==> src/hdl/uph_defines.svh <==
// Offsets, field positions, reset values and codes of the transceiver block
`ifndef UPH_DEFINES_SVH
`define UPH_DEFINES_SVH

`define UPH_OFS_XCN        8'hD7
`define UPH_OFS_IADR       8'h96
`define UPH_OFS_IDAT       8'h97

`define UPH_XCN_PULLUP_EN  7
`define UPH_XCN_XCVR_EN    6
`define UPH_XCN_SPEED      5
`define UPH_XCN_TST_HI     4
`define UPH_XCN_TST_LO     3
`define UPH_XCN_DIFF_RX    2
`define UPH_XCN_PLUS       1
`define UPH_XCN_MINUS      0

`define UPH_IADR_BUSY      7
`define UPH_IADR_AUTO      6
`define UPH_IADR_SEL_HI    5
`define UPH_IADR_SEL_LO    0

`define UPH_RST_BYTE       8'h00
`define UPH_RST_SEL        6'h00
`define UPH_RST_TST        2'h0

`define UPH_TST_NORMAL     2'h0
`define UPH_TST_DIFF1      2'h1
`define UPH_TST_DIFF0      2'h2
`define UPH_TST_SE0        2'h3

`endif

==> src/hdl/uph_pkg.sv <==
// Types shared by the transceiver control block
package uph_pkg;

    typedef enum logic [2:0]
    {
        uph_st_idle = 3'h1,
        uph_st_rd   = 3'h2,
        uph_st_wr   = 3'h4
    } uph_state_t;

endpackage : uph_pkg

==> src/hdl/uph_ind_if.sv <==
// Carrier between register decode and the indirect access engine
`timescale 1ns/100ps
interface uph_ind_if;
    logic       start_rd;
    logic       start_wr;
    logic [5:0] addr;
    logic [7:0] wdata;
    logic       busy;
    logic [7:0] data;

    modport ctl (output start_rd, output start_wr, output addr,
                 output wdata, input busy, input data);
    modport eng (input start_rd, input start_wr, input addr,
                 input wdata, output busy, output data);
endinterface : uph_ind_if

==> src/hdl/uph_ind_eng.sv <==
// Indirect access engine towards the core register port
`timescale 1ns/100ps
`include "uph_defines.svh"
module uph_ind_eng
(
    input  wire logic       clk_sys_in,
    input  wire logic       arst_n_in,
    uph_ind_if.eng          ind,
    output logic [5:0]      core_addr_out,
    output logic            core_rd_out,
    output logic            core_wr_out,
    output logic [7:0]      core_wdata_out,
    input  wire logic [7:0] core_rdata_in,
    input  wire logic       core_ack_in
);
    uph_pkg::uph_state_t state;
    logic [7:0]          data;

    always_ff @(posedge clk_sys_in or negedge arst_n_in)
    begin
        if (!arst_n_in)
            state <= uph_pkg::uph_st_idle;
        else
            case (state)
                uph_pkg::uph_st_idle:
                    if (ind.start_rd)
                        state <= uph_pkg::uph_st_rd;
                    else if (ind.start_wr)
                        state <= uph_pkg::uph_st_wr;
                uph_pkg::uph_st_rd,
                uph_pkg::uph_st_wr:
                    if (core_ack_in)
                        state <= uph_pkg::uph_st_idle;
                default:
                    state <= uph_pkg::uph_st_idle;
            endcase
    end

    // Address is frozen for the whole access
    always_ff @(posedge clk_sys_in or negedge arst_n_in)
    begin
        if (!arst_n_in)
            core_addr_out <= `UPH_RST_SEL;
        else if (state == uph_pkg::uph_st_idle
                 && (ind.start_rd || ind.start_wr))
            core_addr_out <= ind.addr;
    end

    always_ff @(posedge clk_sys_in or negedge arst_n_in)
    begin
        if (!arst_n_in)
            data <= `UPH_RST_BYTE;
        else if (state == uph_pkg::uph_st_idle && ind.start_wr
                 && !ind.start_rd)
            data <= ind.wdata;
        else if (state == uph_pkg::uph_st_rd && core_ack_in)
            data <= core_rdata_in;
    end

    assign core_rd_out    = (state == uph_pkg::uph_st_rd);
    assign core_wr_out    = (state == uph_pkg::uph_st_wr);
    assign core_wdata_out = data;
    assign ind.busy       = (state != uph_pkg::uph_st_idle);
    assign ind.data       = data;

    a_read_forward: assert property (@(posedge clk_sys_in)
        disable iff (!arst_n_in)
        !ind.busy && ind.start_rd |=> core_rd_out
            && core_addr_out == $past(ind.addr))
        else $error("read not forwarded to selected register");
    a_busy_holds: assert property (@(posedge clk_sys_in)
        disable iff (!arst_n_in)
        (core_rd_out || core_wr_out) && !core_ack_in |=> ind.busy)
        else $error("busy dropped before core answered");
    a_read_capture: assert property (@(posedge clk_sys_in)
        disable iff (!arst_n_in)
        core_rd_out && core_ack_in |=> !ind.busy
            && ind.data == $past(core_rdata_in))
        else $error("read data not valid when busy clears");
    a_write_forward: assert property (@(posedge clk_sys_in)
        disable iff (!arst_n_in)
        !ind.busy && ind.start_wr && !ind.start_rd |=> core_wr_out
            && core_wdata_out == $past(ind.wdata))
        else $error("write byte not forwarded");

    c_read_done: cover property (@(posedge clk_sys_in)
        disable iff (!arst_n_in) core_rd_out && core_ack_in);
    c_write_done: cover property (@(posedge clk_sys_in)
        disable iff (!arst_n_in) core_wr_out && core_ack_in);
endmodule : uph_ind_eng

==> src/hdl/uph_top.sv <==
// Transceiver control and indirect core register port
//
// Notes on behaviour
// - Speed 0 puts the pull-up on D- for low speed, 1 on D+ for full.
// - With the transceiver enabled, bit 2 reads 1 for differential one.
// - Bit 1 reads the sampled level of D+.
// - Bit 0 reads the sampled level of D-.
// - Core registers are reached only through the address and data pair.
// - The endpoint index is written first, then indexed accesses hit it.
// - Address register: busy bit 7, auto-read bit 6, address 5:0, reset 0.
// - Busy reads 1 while an access runs, 0 once the data is valid.
// - Auto-read off needs a busy write per read; on, a data read restarts.
// - Read: wait idle, load address, write busy 1, wait idle, read data.
// - Write: wait idle, load address, write data; it goes to the core.
// - The pull-up connects only while bus supply is detected and enabled.
`timescale 1ns/100ps
`include "uph_defines.svh"
module uph_top
(
    input  wire logic       clk_sys_in,
    input  wire logic       arst_n_in,
    input  wire logic [7:0] sfr_addr_in,
    input  wire logic       sfr_wr_in,
    input  wire logic       sfr_rd_in,
    input  wire logic [7:0] sfr_wdata_in,
    output logic [7:0]      sfr_rdata_out,
    input  wire logic       vbus_in,
    input  wire logic       dp_in,
    output logic            dp_out,
    output logic            dp_oe_n_out,
    input  wire logic       dm_in,
    output logic            dm_out,
    output logic            dm_oe_n_out,
    output logic            dp_pullup_out,
    output logic            dm_pullup_out,
    output logic [5:0]      core_addr_out,
    output logic            core_rd_out,
    output logic            core_wr_out,
    output logic [7:0]      core_wdata_out,
    input  wire logic [7:0] core_rdata_in,
    input  wire logic       core_ack_in
);
    logic       pullup_enable;
    logic       transceiver_enable;
    logic       speed_full;
    logic [1:0] line_force_test;
    logic       diff_receiver_state;
    logic       plus_line_level;
    logic       minus_line_level;
    logic       auto_read_flag;
    logic [5:0] core_reg_select;
    logic       wr_xcn;
    logic       wr_iadr;
    logic       wr_idat;
    logic       rd_idat;
    logic       rd_iadr;
    logic [7:0] next_rdata;

    uph_ind_if ind ();

    function automatic logic hit(input logic [7:0] a, input logic [7:0] o);
        hit = (a == o);
    endfunction : hit

    assign wr_xcn  = sfr_wr_in && hit(sfr_addr_in, `UPH_OFS_XCN);
    assign wr_iadr = sfr_wr_in && hit(sfr_addr_in, `UPH_OFS_IADR);
    assign wr_idat = sfr_wr_in && hit(sfr_addr_in, `UPH_OFS_IDAT);
    assign rd_iadr = sfr_rd_in && hit(sfr_addr_in, `UPH_OFS_IADR);
    assign rd_idat = sfr_rd_in && hit(sfr_addr_in, `UPH_OFS_IDAT);

    always_ff @(posedge clk_sys_in or negedge arst_n_in)
    begin
        if (!arst_n_in)
        begin
            pullup_enable      <= 1'b0;
            transceiver_enable <= 1'b0;
            speed_full         <= 1'b0;
            line_force_test    <= `UPH_RST_TST;
        end
        else if (wr_xcn)
        begin
            pullup_enable      <= sfr_wdata_in[`UPH_XCN_PULLUP_EN];
            transceiver_enable <= sfr_wdata_in[`UPH_XCN_XCVR_EN];
            speed_full         <= sfr_wdata_in[`UPH_XCN_SPEED];
            line_force_test    <=
                sfr_wdata_in[`UPH_XCN_TST_HI:`UPH_XCN_TST_LO];
        end
    end

    // Pin inputs are synchronous, so one sampling stage is enough
    always_ff @(posedge clk_sys_in or negedge arst_n_in)
    begin
        if (!arst_n_in)
        begin
            plus_line_level     <= 1'b0;
            minus_line_level    <= 1'b0;
            diff_receiver_state <= 1'b0;
        end
        else
        begin
            plus_line_level     <= dp_in;
            minus_line_level    <= dm_in;
            diff_receiver_state <= transceiver_enable && dp_in;
        end
    end

    always_ff @(posedge clk_sys_in or negedge arst_n_in)
    begin
        if (!arst_n_in)
        begin
            dp_pullup_out <= 1'b0;
            dm_pullup_out <= 1'b0;
        end
        else
        begin
            dp_pullup_out <= pullup_enable && vbus_in
                             && speed_full;
            dm_pullup_out <= pullup_enable && vbus_in
                             && !speed_full;
        end
    end

    always_ff @(posedge clk_sys_in or negedge arst_n_in)
    begin
        if (!arst_n_in)
        begin
            dp_out      <= 1'b0;
            dm_out      <= 1'b0;
            dp_oe_n_out <= 1'b1;
            dm_oe_n_out <= 1'b1;
        end
        else
        begin
            dp_out      <= (line_force_test == `UPH_TST_DIFF1);
            dm_out      <= (line_force_test == `UPH_TST_DIFF0);
            dp_oe_n_out <= (line_force_test == `UPH_TST_NORMAL);
            dm_oe_n_out <= (line_force_test == `UPH_TST_NORMAL);
        end
    end

    // Address writes during an access are dropped so the core sees a stable
    // target; software is expected to poll busy first anyway
    always_ff @(posedge clk_sys_in or negedge arst_n_in)
    begin
        if (!arst_n_in)
        begin
            auto_read_flag  <= 1'b0;
            core_reg_select <= `UPH_RST_SEL;
        end
        else if (wr_iadr && !ind.busy)
        begin
            auto_read_flag  <= sfr_wdata_in[`UPH_IADR_AUTO];
            core_reg_select <=
                sfr_wdata_in[`UPH_IADR_SEL_HI:`UPH_IADR_SEL_LO];
        end
    end

    assign ind.start_rd = !ind.busy
        && ((wr_iadr && sfr_wdata_in[`UPH_IADR_BUSY])
            || (rd_idat && auto_read_flag));
    assign ind.start_wr = !ind.busy && wr_idat;
    // Same-write address and busy: the new address must be used at once
    assign ind.addr  = wr_iadr
        ? sfr_wdata_in[`UPH_IADR_SEL_HI:`UPH_IADR_SEL_LO] : core_reg_select;
    assign ind.wdata = sfr_wdata_in;

    always_comb
    begin
        next_rdata = `UPH_RST_BYTE;
        if (hit(sfr_addr_in, `UPH_OFS_XCN))
            next_rdata = {pullup_enable, transceiver_enable, speed_full,
                          line_force_test, diff_receiver_state,
                          plus_line_level, minus_line_level};
        else if (hit(sfr_addr_in, `UPH_OFS_IADR))
            next_rdata = {ind.busy, auto_read_flag, core_reg_select};
        else if (hit(sfr_addr_in, `UPH_OFS_IDAT))
            next_rdata = ind.data;
    end

    always_ff @(posedge clk_sys_in or negedge arst_n_in)
    begin
        if (!arst_n_in)
            sfr_rdata_out <= `UPH_RST_BYTE;
        else if (sfr_rd_in)
            sfr_rdata_out <= next_rdata;
    end

    uph_ind_eng uph_ind_eng_i
    (
        .clk_sys_in     (clk_sys_in),
        .arst_n_in      (arst_n_in),
        .ind            (ind.eng),
        .core_addr_out  (core_addr_out),
        .core_rd_out    (core_rd_out),
        .core_wr_out    (core_wr_out),
        .core_wdata_out (core_wdata_out),
        .core_rdata_in  (core_rdata_in),
        .core_ack_in    (core_ack_in)
    );

    a_pullup_plus: assert property (@(posedge clk_sys_in)
        disable iff (!arst_n_in)
        pullup_enable && vbus_in && speed_full
            |=> dp_pullup_out && !dm_pullup_out)
        else $error("full speed pull-up not on D+");
    a_pullup_minus: assert property (@(posedge clk_sys_in)
        disable iff (!arst_n_in)
        pullup_enable && vbus_in && !speed_full
            |=> dm_pullup_out && !dp_pullup_out)
        else $error("low speed pull-up not on D-");
    a_pullup_vbus: assert property (@(posedge clk_sys_in)
        disable iff (!arst_n_in)
        !vbus_in |=> !dp_pullup_out && !dm_pullup_out)
        else $error("pull-up connected without bus supply");
    a_force_diff0: assert property (@(posedge clk_sys_in)
        disable iff (!arst_n_in)
        line_force_test == `UPH_TST_DIFF0 |=> !dp_oe_n_out
            && !dm_oe_n_out && !dp_out && dm_out)
        else $error("forced differential zero wrong");
    a_force_normal: assert property (@(posedge clk_sys_in)
        disable iff (!arst_n_in)
        line_force_test == `UPH_TST_NORMAL |=> dp_oe_n_out && dm_oe_n_out)
        else $error("lines driven in normal mode");
    a_diff_receiver: assert property (@(posedge clk_sys_in)
        disable iff (!arst_n_in)
        transceiver_enable && dp_in && !dm_in ##1 sfr_rd_in
            && hit(sfr_addr_in, `UPH_OFS_XCN) |=> sfr_rdata_out[2])
        else $error("differential one not reported");
    a_line_levels: assert property (@(posedge clk_sys_in)
        disable iff (!arst_n_in)
        ##1 sfr_rd_in && hit(sfr_addr_in, `UPH_OFS_XCN) |=>
            sfr_rdata_out[1:0] == {$past(dp_in, 2), $past(dm_in, 2)})
        else $error("line level bits wrong");
    a_addr_layout: assert property (@(posedge clk_sys_in)
        disable iff (!arst_n_in)
        rd_iadr |=> sfr_rdata_out == {$past(ind.busy),
            $past(auto_read_flag), $past(core_reg_select)})
        else $error("address register layout wrong");
    a_auto_read: assert property (@(posedge clk_sys_in)
        disable iff (!arst_n_in)
        rd_idat && auto_read_flag && !ind.busy |=> ind.busy
            && core_addr_out == $past(core_reg_select))
        else $error("auto-read did not restart");
    a_manual_read: assert property (@(posedge clk_sys_in)
        disable iff (!arst_n_in)
        rd_idat && !auto_read_flag && !ind.busy |=> !ind.busy)
        else $error("read started without busy write");

    c_auto_read: cover property (@(posedge clk_sys_in)
        disable iff (!arst_n_in) rd_idat && auto_read_flag && !ind.busy);
    c_force_se0: cover property (@(posedge clk_sys_in)
        disable iff (!arst_n_in) line_force_test == `UPH_TST_SE0);
    c_full_attach: cover property (@(posedge clk_sys_in)
        disable iff (!arst_n_in) dp_pullup_out);
endmodule : uph_top

==> config.mk <==
export PLATFORM = sky130hd
export DESIGN_NAME = uph_top
export DESIGN_NICKNAME = d
export VERILOG_FILES = /design/src/hdl/uph_pkg.sv /design/src/hdl/uph_ind_if.sv /design/src/hdl/uph_ind_eng.sv /design/src/hdl/uph_top.sv
export VERILOG_INCLUDE_DIRS = /design/src /design/src/hdl
export SDC_FILE = /design/constraint.sdc
export NUM_CORES = 1
export LEC_CHECK = 0
export ABC_AREA = 0
export BUFFER_PORTS_ARGS = -buffer_cell sky130_fd_sc_hd__clkbuf_2
export CORE_MARGIN = 2
export CORE_UTILIZATION = 53
export CTS_BUF_LIST = sky130_fd_sc_hd__clkbuf_2 sky130_fd_sc_hd__clkbuf_4 sky130_fd_sc_hd__clkbuf_8
export DETAILED_ROUTE_END_ITERATION = 7
export PLACE_DENSITY_LB_ADDON = 0.12
export SYNTH_ARGS = -nofsm -noshare
export SYNTH_HDL_FRONTEND = slang
export SYNTH_SLANG_ARGS = --single-unit
==> constraint.sdc <==
create_clock -name clk_sys_in -period 2.23 [get_ports clk_sys_in]
set_clock_uncertainty 0.1 [all_clocks]
set_input_delay 0.223 -clock clk_sys_in [delete_from_list [all_inputs] [get_ports clk_sys_in]]
set_output_delay 0.223 -clock clk_sys_in [all_outputs]
set_load 0.02 [all_outputs]
# After elaboration in Yosys (flattened, before gate mapping)
# Index checks and enable logic that the tools add are counted.
# op_classes
reduce_logical,26
eq_ne,11
mux,10
# ops
op,count
8-bit two-way mux,5
"8-bit == test, second input constant",3
1-bit logical AND,17
3-bit two-way mux,3
6-bit two-way mux,1
"3-bit by 1-bit inequality test with 1-bit output, second input constant",2
3-bit one-hot mux with 2 select lines,1
"3-bit by 1-bit == test with 1-bit output, second input constant",1
"3-bit by 2-bit == test with 1-bit output, second input constant",1
"3-bit == test, second input constant",1
1-bit zero test,3
"2-bit by 1-bit == test with 1-bit output, second input constant",1
"2-bit == test, second input constant",1
2-bit zero test,1
1-bit logical OR,2
"2-bit inequality test, second input constant",1
2-bit AND reduction,1
2-bit nonzero test,1
2-bit OR reduction,1
# word_totals
word_cells,65
register_bits,45
input_bits,32

# Depth between registers and ports, before layout
# logic_depth
depth_word,8
depth_mapped,6

# Modules after synthesis
# Synthesis repeated with hierarchy kept, for this count alone.
# hier_totals
hier_cells,167
area_unflattened_um2,2222.1
# modules_own_cells
module,cells_per_inst,area_each_um2,n_inst,seq_area_each_um2
uph_top,93,1337.5,1,701.9
uph_ind_eng,74,884.6,1,426.7

# Worst setup path before layout
# OpenSTA, ideal clock, no wires.
# synth_timing
kind,reg-to-reg
from,register uph_ind_eng_i.state[0]
to,"register uph_ind_eng_i.data[0], in the netlist uph_ind_eng_i.core_wdata_out[0]"
setup_ns,0.125
synth_period_minus_slack_ns,1.930
path_stages_with_launch,7
path_buffers,2
slack_ns,0.300
arrival_time_ns,1.705
cell_sequence,dfstp_2 buf_6 nor3b_2 nor3b_4 and4bb_4 buf_12 mux2_4
# synth_between
elab_chain_cells,6
word_cells_on_any_way,12
classes_between,3 x eq/ne; 1 x mux; 8 x reduce/logical
# synth_lines
item,line,text
from (decl),uph_ind_eng.sv:16,uph_pkg::uph_state_t state;
from (signal assigned),uph_ind_eng.sv:22,state <= uph_pkg::uph_st_idle;
from (signal assigned),uph_ind_eng.sv:27,state <= uph_pkg::uph_st_rd;
from (signal assigned),uph_ind_eng.sv:29,state <= uph_pkg::uph_st_wr;
3-bit by 1-bit inequality test with 1-bit output,uph_ind_eng.sv:63,assign ind.busy = (state != uph_pkg::uph_st_idle);
1-bit zero test,"uph_top.sv:158, uph_top.sv:161",
1-bit logical AND (on tied branches),"uph_top.sv:161, uph_top.sv:158",
1-bit logical AND or 1-bit zero test (tied branches),"uph_ind_eng.sv:53, uph_ind_eng.sv:54",
1-bit logical AND,uph_ind_eng.sv:54,&& !ind.start_rd)
8-bit two-way mux or 2-bit nonzero test (tied branches),--,
to (signal assigned),uph_ind_eng.sv:52,data <= `UPH_RST_BYTE;
to (signal assigned),uph_ind_eng.sv:55,data <= ind.wdata;
to (signal assigned),uph_ind_eng.sv:57,data <= core_rdata_in;
to (decl),uph_ind_eng.sv:17,logic [7:0] data;
# Several ways; a longest one is shown, not always the timed one.
# A chain may end at the register's enable or synchronous reset.

# Worst setup path after layout
# layout_timing
from,register uph_ind_eng_i.state[0]
to,"register uph_ind_eng_i.data[7], in the netlist uph_ind_eng_i.core_wdata_out[7]"
# Same word-level chain as after synthesis.

==> impl_metrics.env <==
export IMPL_status="completed"
export IMPL_worst_slew_pin_slew_ps=568
export IMPL_cts_setup_buffers=0
export IMPL_grt_start_max_net_pins=46
export IMPL_die_width_um=67.8
export IMPL_worstSetupEndpointType="flop"
export IMPL_start_kind="flop"
export IMPL_ys_seq_area_share_pct=52.4
export IMPL_die_area_um2=4590
export IMPL_rsz0062_at_grt="false"
export IMPL_placedInstanceArea_um2=2470
export IMPL_drt_iter0_markers=74
export IMPL_p_clk_share_pct=32.6
export IMPL_route_detailed_drc=0
export IMPL_netlist_instances=162
export IMPL_rows=23
export IMPL_io_pins=62
export IMPL_grt_pass1_wl_um=7170
export IMPL_slew_viol_final=0
export IMPL_drv_cap=0
export IMPL_reg2reg_slack_ps=170
export IMPL_cp_arrival_ps=2140
export IMPL_ir_drop_mv=0.380
export IMPL_overflow=0
export IMPL_leakage_nw=1.28
export IMPL_cts_tree="yes"
export IMPL_crit_type="flop to flop"
export IMPL_ant_nets=0
export IMPL_seq_power_share_pct=55.2
export IMPL_intPower_mw=1.19
export IMPL_clk_pin_slew_ps=80
export IMPL_vias=1504
export IMPL_hold_path_class="input port to flop"
export IMPL_finalHoldViolations=0
export IMPL_vias_per_cell=5.43
export IMPL_insertion_delay_ps=290
export IMPL_place_congestion=0.822
export IMPL_max_freq_mhz=486
export IMPL_drive_above_1_share_pct=56.8
export IMPL_port_buffers=61
export IMPL_switchingPower_uw=388
export IMPL_syn_nets=194
export IMPL_cts_made_buffers=5
export IMPL_syn_area_per_cell_um2=13.3
export IMPL_drt_first_pass_iters=4
export IMPL_worstPathRequired_ps=2310
export IMPL_fin_setup_tns_ps=0
export IMPL_power_density_nw_per_um2=606
export IMPL_grt_pass1_vias=1453
export IMPL_routed_wl_um=4670
export IMPL_ys_ff_latch=45
export IMPL_dp_hpwl_um=3350
export IMPL_cts_root_buffer="clkbuf_8"
export IMPL_synth_area_um2=2160
export IMPL_regArea_um2=1130
export IMPL_clock_path_buffers=2
export IMPL_antenna_found_initial=0
export IMPL_track_usage_pct=21.6
export IMPL_start_util_pct=54.7
export IMPL_areaGrowthSynthToFinish_pct=20.4
export IMPL_ys_types=34
export IMPL_cts_hold_buffers=3
export IMPL_finalSetupViolations=0
export IMPL_comb_power_share_pct=12.3
export IMPL_multi_input_comb_area_um2=930
export IMPL_diodes=0
export IMPL_core_area_um2=3940
export IMPL_stdcell_area_um2=2590
export IMPL_cts_resized=0
export IMPL_cp_max_fo=9
export IMPL_fin_crit_ps=2060
export IMPL_clock_sinks=45
export IMPL_slew_headroom_pct=62.1
export IMPL_swShare_pct=24.7
export IMPL_fin_crit_sh_pct=92.4
export IMPL_fin_nets=259
export IMPL_h_tree_depth=2
export IMPL_fp_dieH_um=67.8
export IMPL_yosys_warnings=0
export IMPL_wl_per_cell_um=16.9
export IMPL_n_fill_cell=327
## synthesized netlist by cell type
library cell / number / area (um^2)
nand2b_1: 1 / 6.26
nor3b_4: 1 / 18.8
nand2b_4: 1 / 13.8
o21ai_2: 1 / 8.76
nand3_1: 1 / 5.00
nand3b_1: 2 / 15.0
o22ai_1: 8 / 50.1
mux2_2: 40 / 450
nor3b_2: 2 / 25.0
nand2_1: 2 / 7.51
a21oi_1: 2 / 10.0
clkbuf_1: 2 / 7.51
inv_1: 9 / 33.8
and2_2: 1 / 7.51
nor2_1: 9 / 33.8
and4_1: 1 / 8.76
nand4b_1: 1 / 8.76
dfrtp_1: 43 / 1080
a211o_1: 1 / 8.76
nor2_2: 1 / 6.26
and3_1: 1 / 6.26
nor2b_1: 2 / 12.5
buf_6: 1 / 11.3
dfstp_2: 2 / 52.6
and4bb_4: 1 / 16.3
nor3_1: 2 / 10.0
buf_2: 2 / 10.0
or2_2: 1 / 6.26
buf_12: 1 / 20.0
and2_1: 2 / 12.5
buf_4: 2 / 15.0
a22oi_1: 7 / 52.6
mux2_4: 8 / 120
o32ai_1: 1 / 8.76
## state kept, by name (all words and copies together) (netlist names), 2 cells and up
register / cells
core_reg_select: 6
uph_ind_eng_i.state: 3
line_force_test: 2
uph_ind_eng_i.core_wdata_out: 8
sfr_rdata_out: 8
uph_ind_eng_i.core_addr_out: 6
## metrics by stage
stage	utilization, %	hold WS, ps	total power [mW]	setup WS, ps	std cells
4_1_cts	65.8	19.5	1.59	161	277
6_report	65.8	24.9	1.57	170	277
5_1_grt	65.8	35.1	1.63	70.2	277
2_1_floorplan	-	-173	0.987	300	162
3_3_place_gp	62.8	231	1.07	240	267
3_5_place_dp	62.8	233	1.07	178	267
## final timing paths
kind,startpoint,end,cells after the start
setup / recovery,uph_ind_eng_i.state[0]$_DFFE_PN1P_,uph_ind_eng_i.core_wdata_out[7]$_DFFE_PN0P_,4
hold / removal,vbus_in,dm_pullup_out$_DFF_PN0_,3
setup reg to reg,uph_ind_eng_i.state[0]$_DFFE_PN1P_,uph_ind_eng_i.core_wdata_out[7]$_DFFE_PN0P_,4
hold reg to reg,speed_full$_DFFE_PN0P_,dm_pullup_out$_DFF_PN0_,1
max in group asynchronous,arst_n_in,core_reg_select[2]$_DFFE_PN0P_,3
min in group asynchronous,arst_n_in,uph_ind_eng_i.state[1]$_DFFE_PN0P_,3
## cell usage in the layout, fill, tap and decap left out, types with 2 or more instances in the layout
cell | Yosys | final
dfrtp_1 | 43 | 43
dlygate4sd3_1 | 0 | 3
dfstp_2 | 2 | 2
nand2_1 | 2 | 2
a21oi_1 | 2 | 2
mux2_4 | 8 | 8
mux2_2 | 40 | 40
nor2b_1 | 2 | 2
nor3_1 | 2 | 2
a22oi_1 | 7 | 7
nor2_1 | 9 | 9
and2_1 | 2 | 2
o22ai_1 | 8 | 8
clkbuf_2 | 0 | 61
nor3b_2 | 2 | 2
nand3b_1 | 2 | 2
buf_4 | 2 | 2
clkbuf_8 | 0 | 6
inv_1 | 9 | 9
## logic make-up after synthesis
kind of cell / share of synthesized area, %
multiplexers: 26.5
buffers and inverters: 4.53
AO/OA/AOI/OAI: 6.44
AND/OR/NAND/NOR: 10.2
flip-flops: 52.4
## worst max-delay path, stage by stage (launching register included)
cell and delay, ps:
dfstp_2 600, nor3b_2 230, nor3b_4 280, and4bb_4 420
mux2_4 320
## power by group through the flow
stage               combinational (mW)  clock, mW  sequential (mW)
global route                     0.210      0.548            0.873
global placement                 0.185          0            0.882
finish                           0.193      0.512            0.868
floorplan                       0.0863          0            0.900
detailed placement               0.190          0            0.884
CTS                              0.195      0.526            0.868
## area by class of cell
type	count	share of cell area, %
Tap cell	50	2.41
Timing Repair Buffer	66	13.5
Multi-Input combinational cell	100	35.8
Inverter	9	1.30
Sequential cell	45	43.5
Clock inverter	1	0.289
Clock buffer	6	3.18
## layer usage
layer	track usage, %	routed length (um)	vias to the layer above
met5	0	0	-
met4	6.00	32	0
met3	4.17	210	5
met2	34.7	2300	42
met1	30.2	2130	751
li1	-	-	706
No activity file was read; power rests on OpenSTA's default activity.
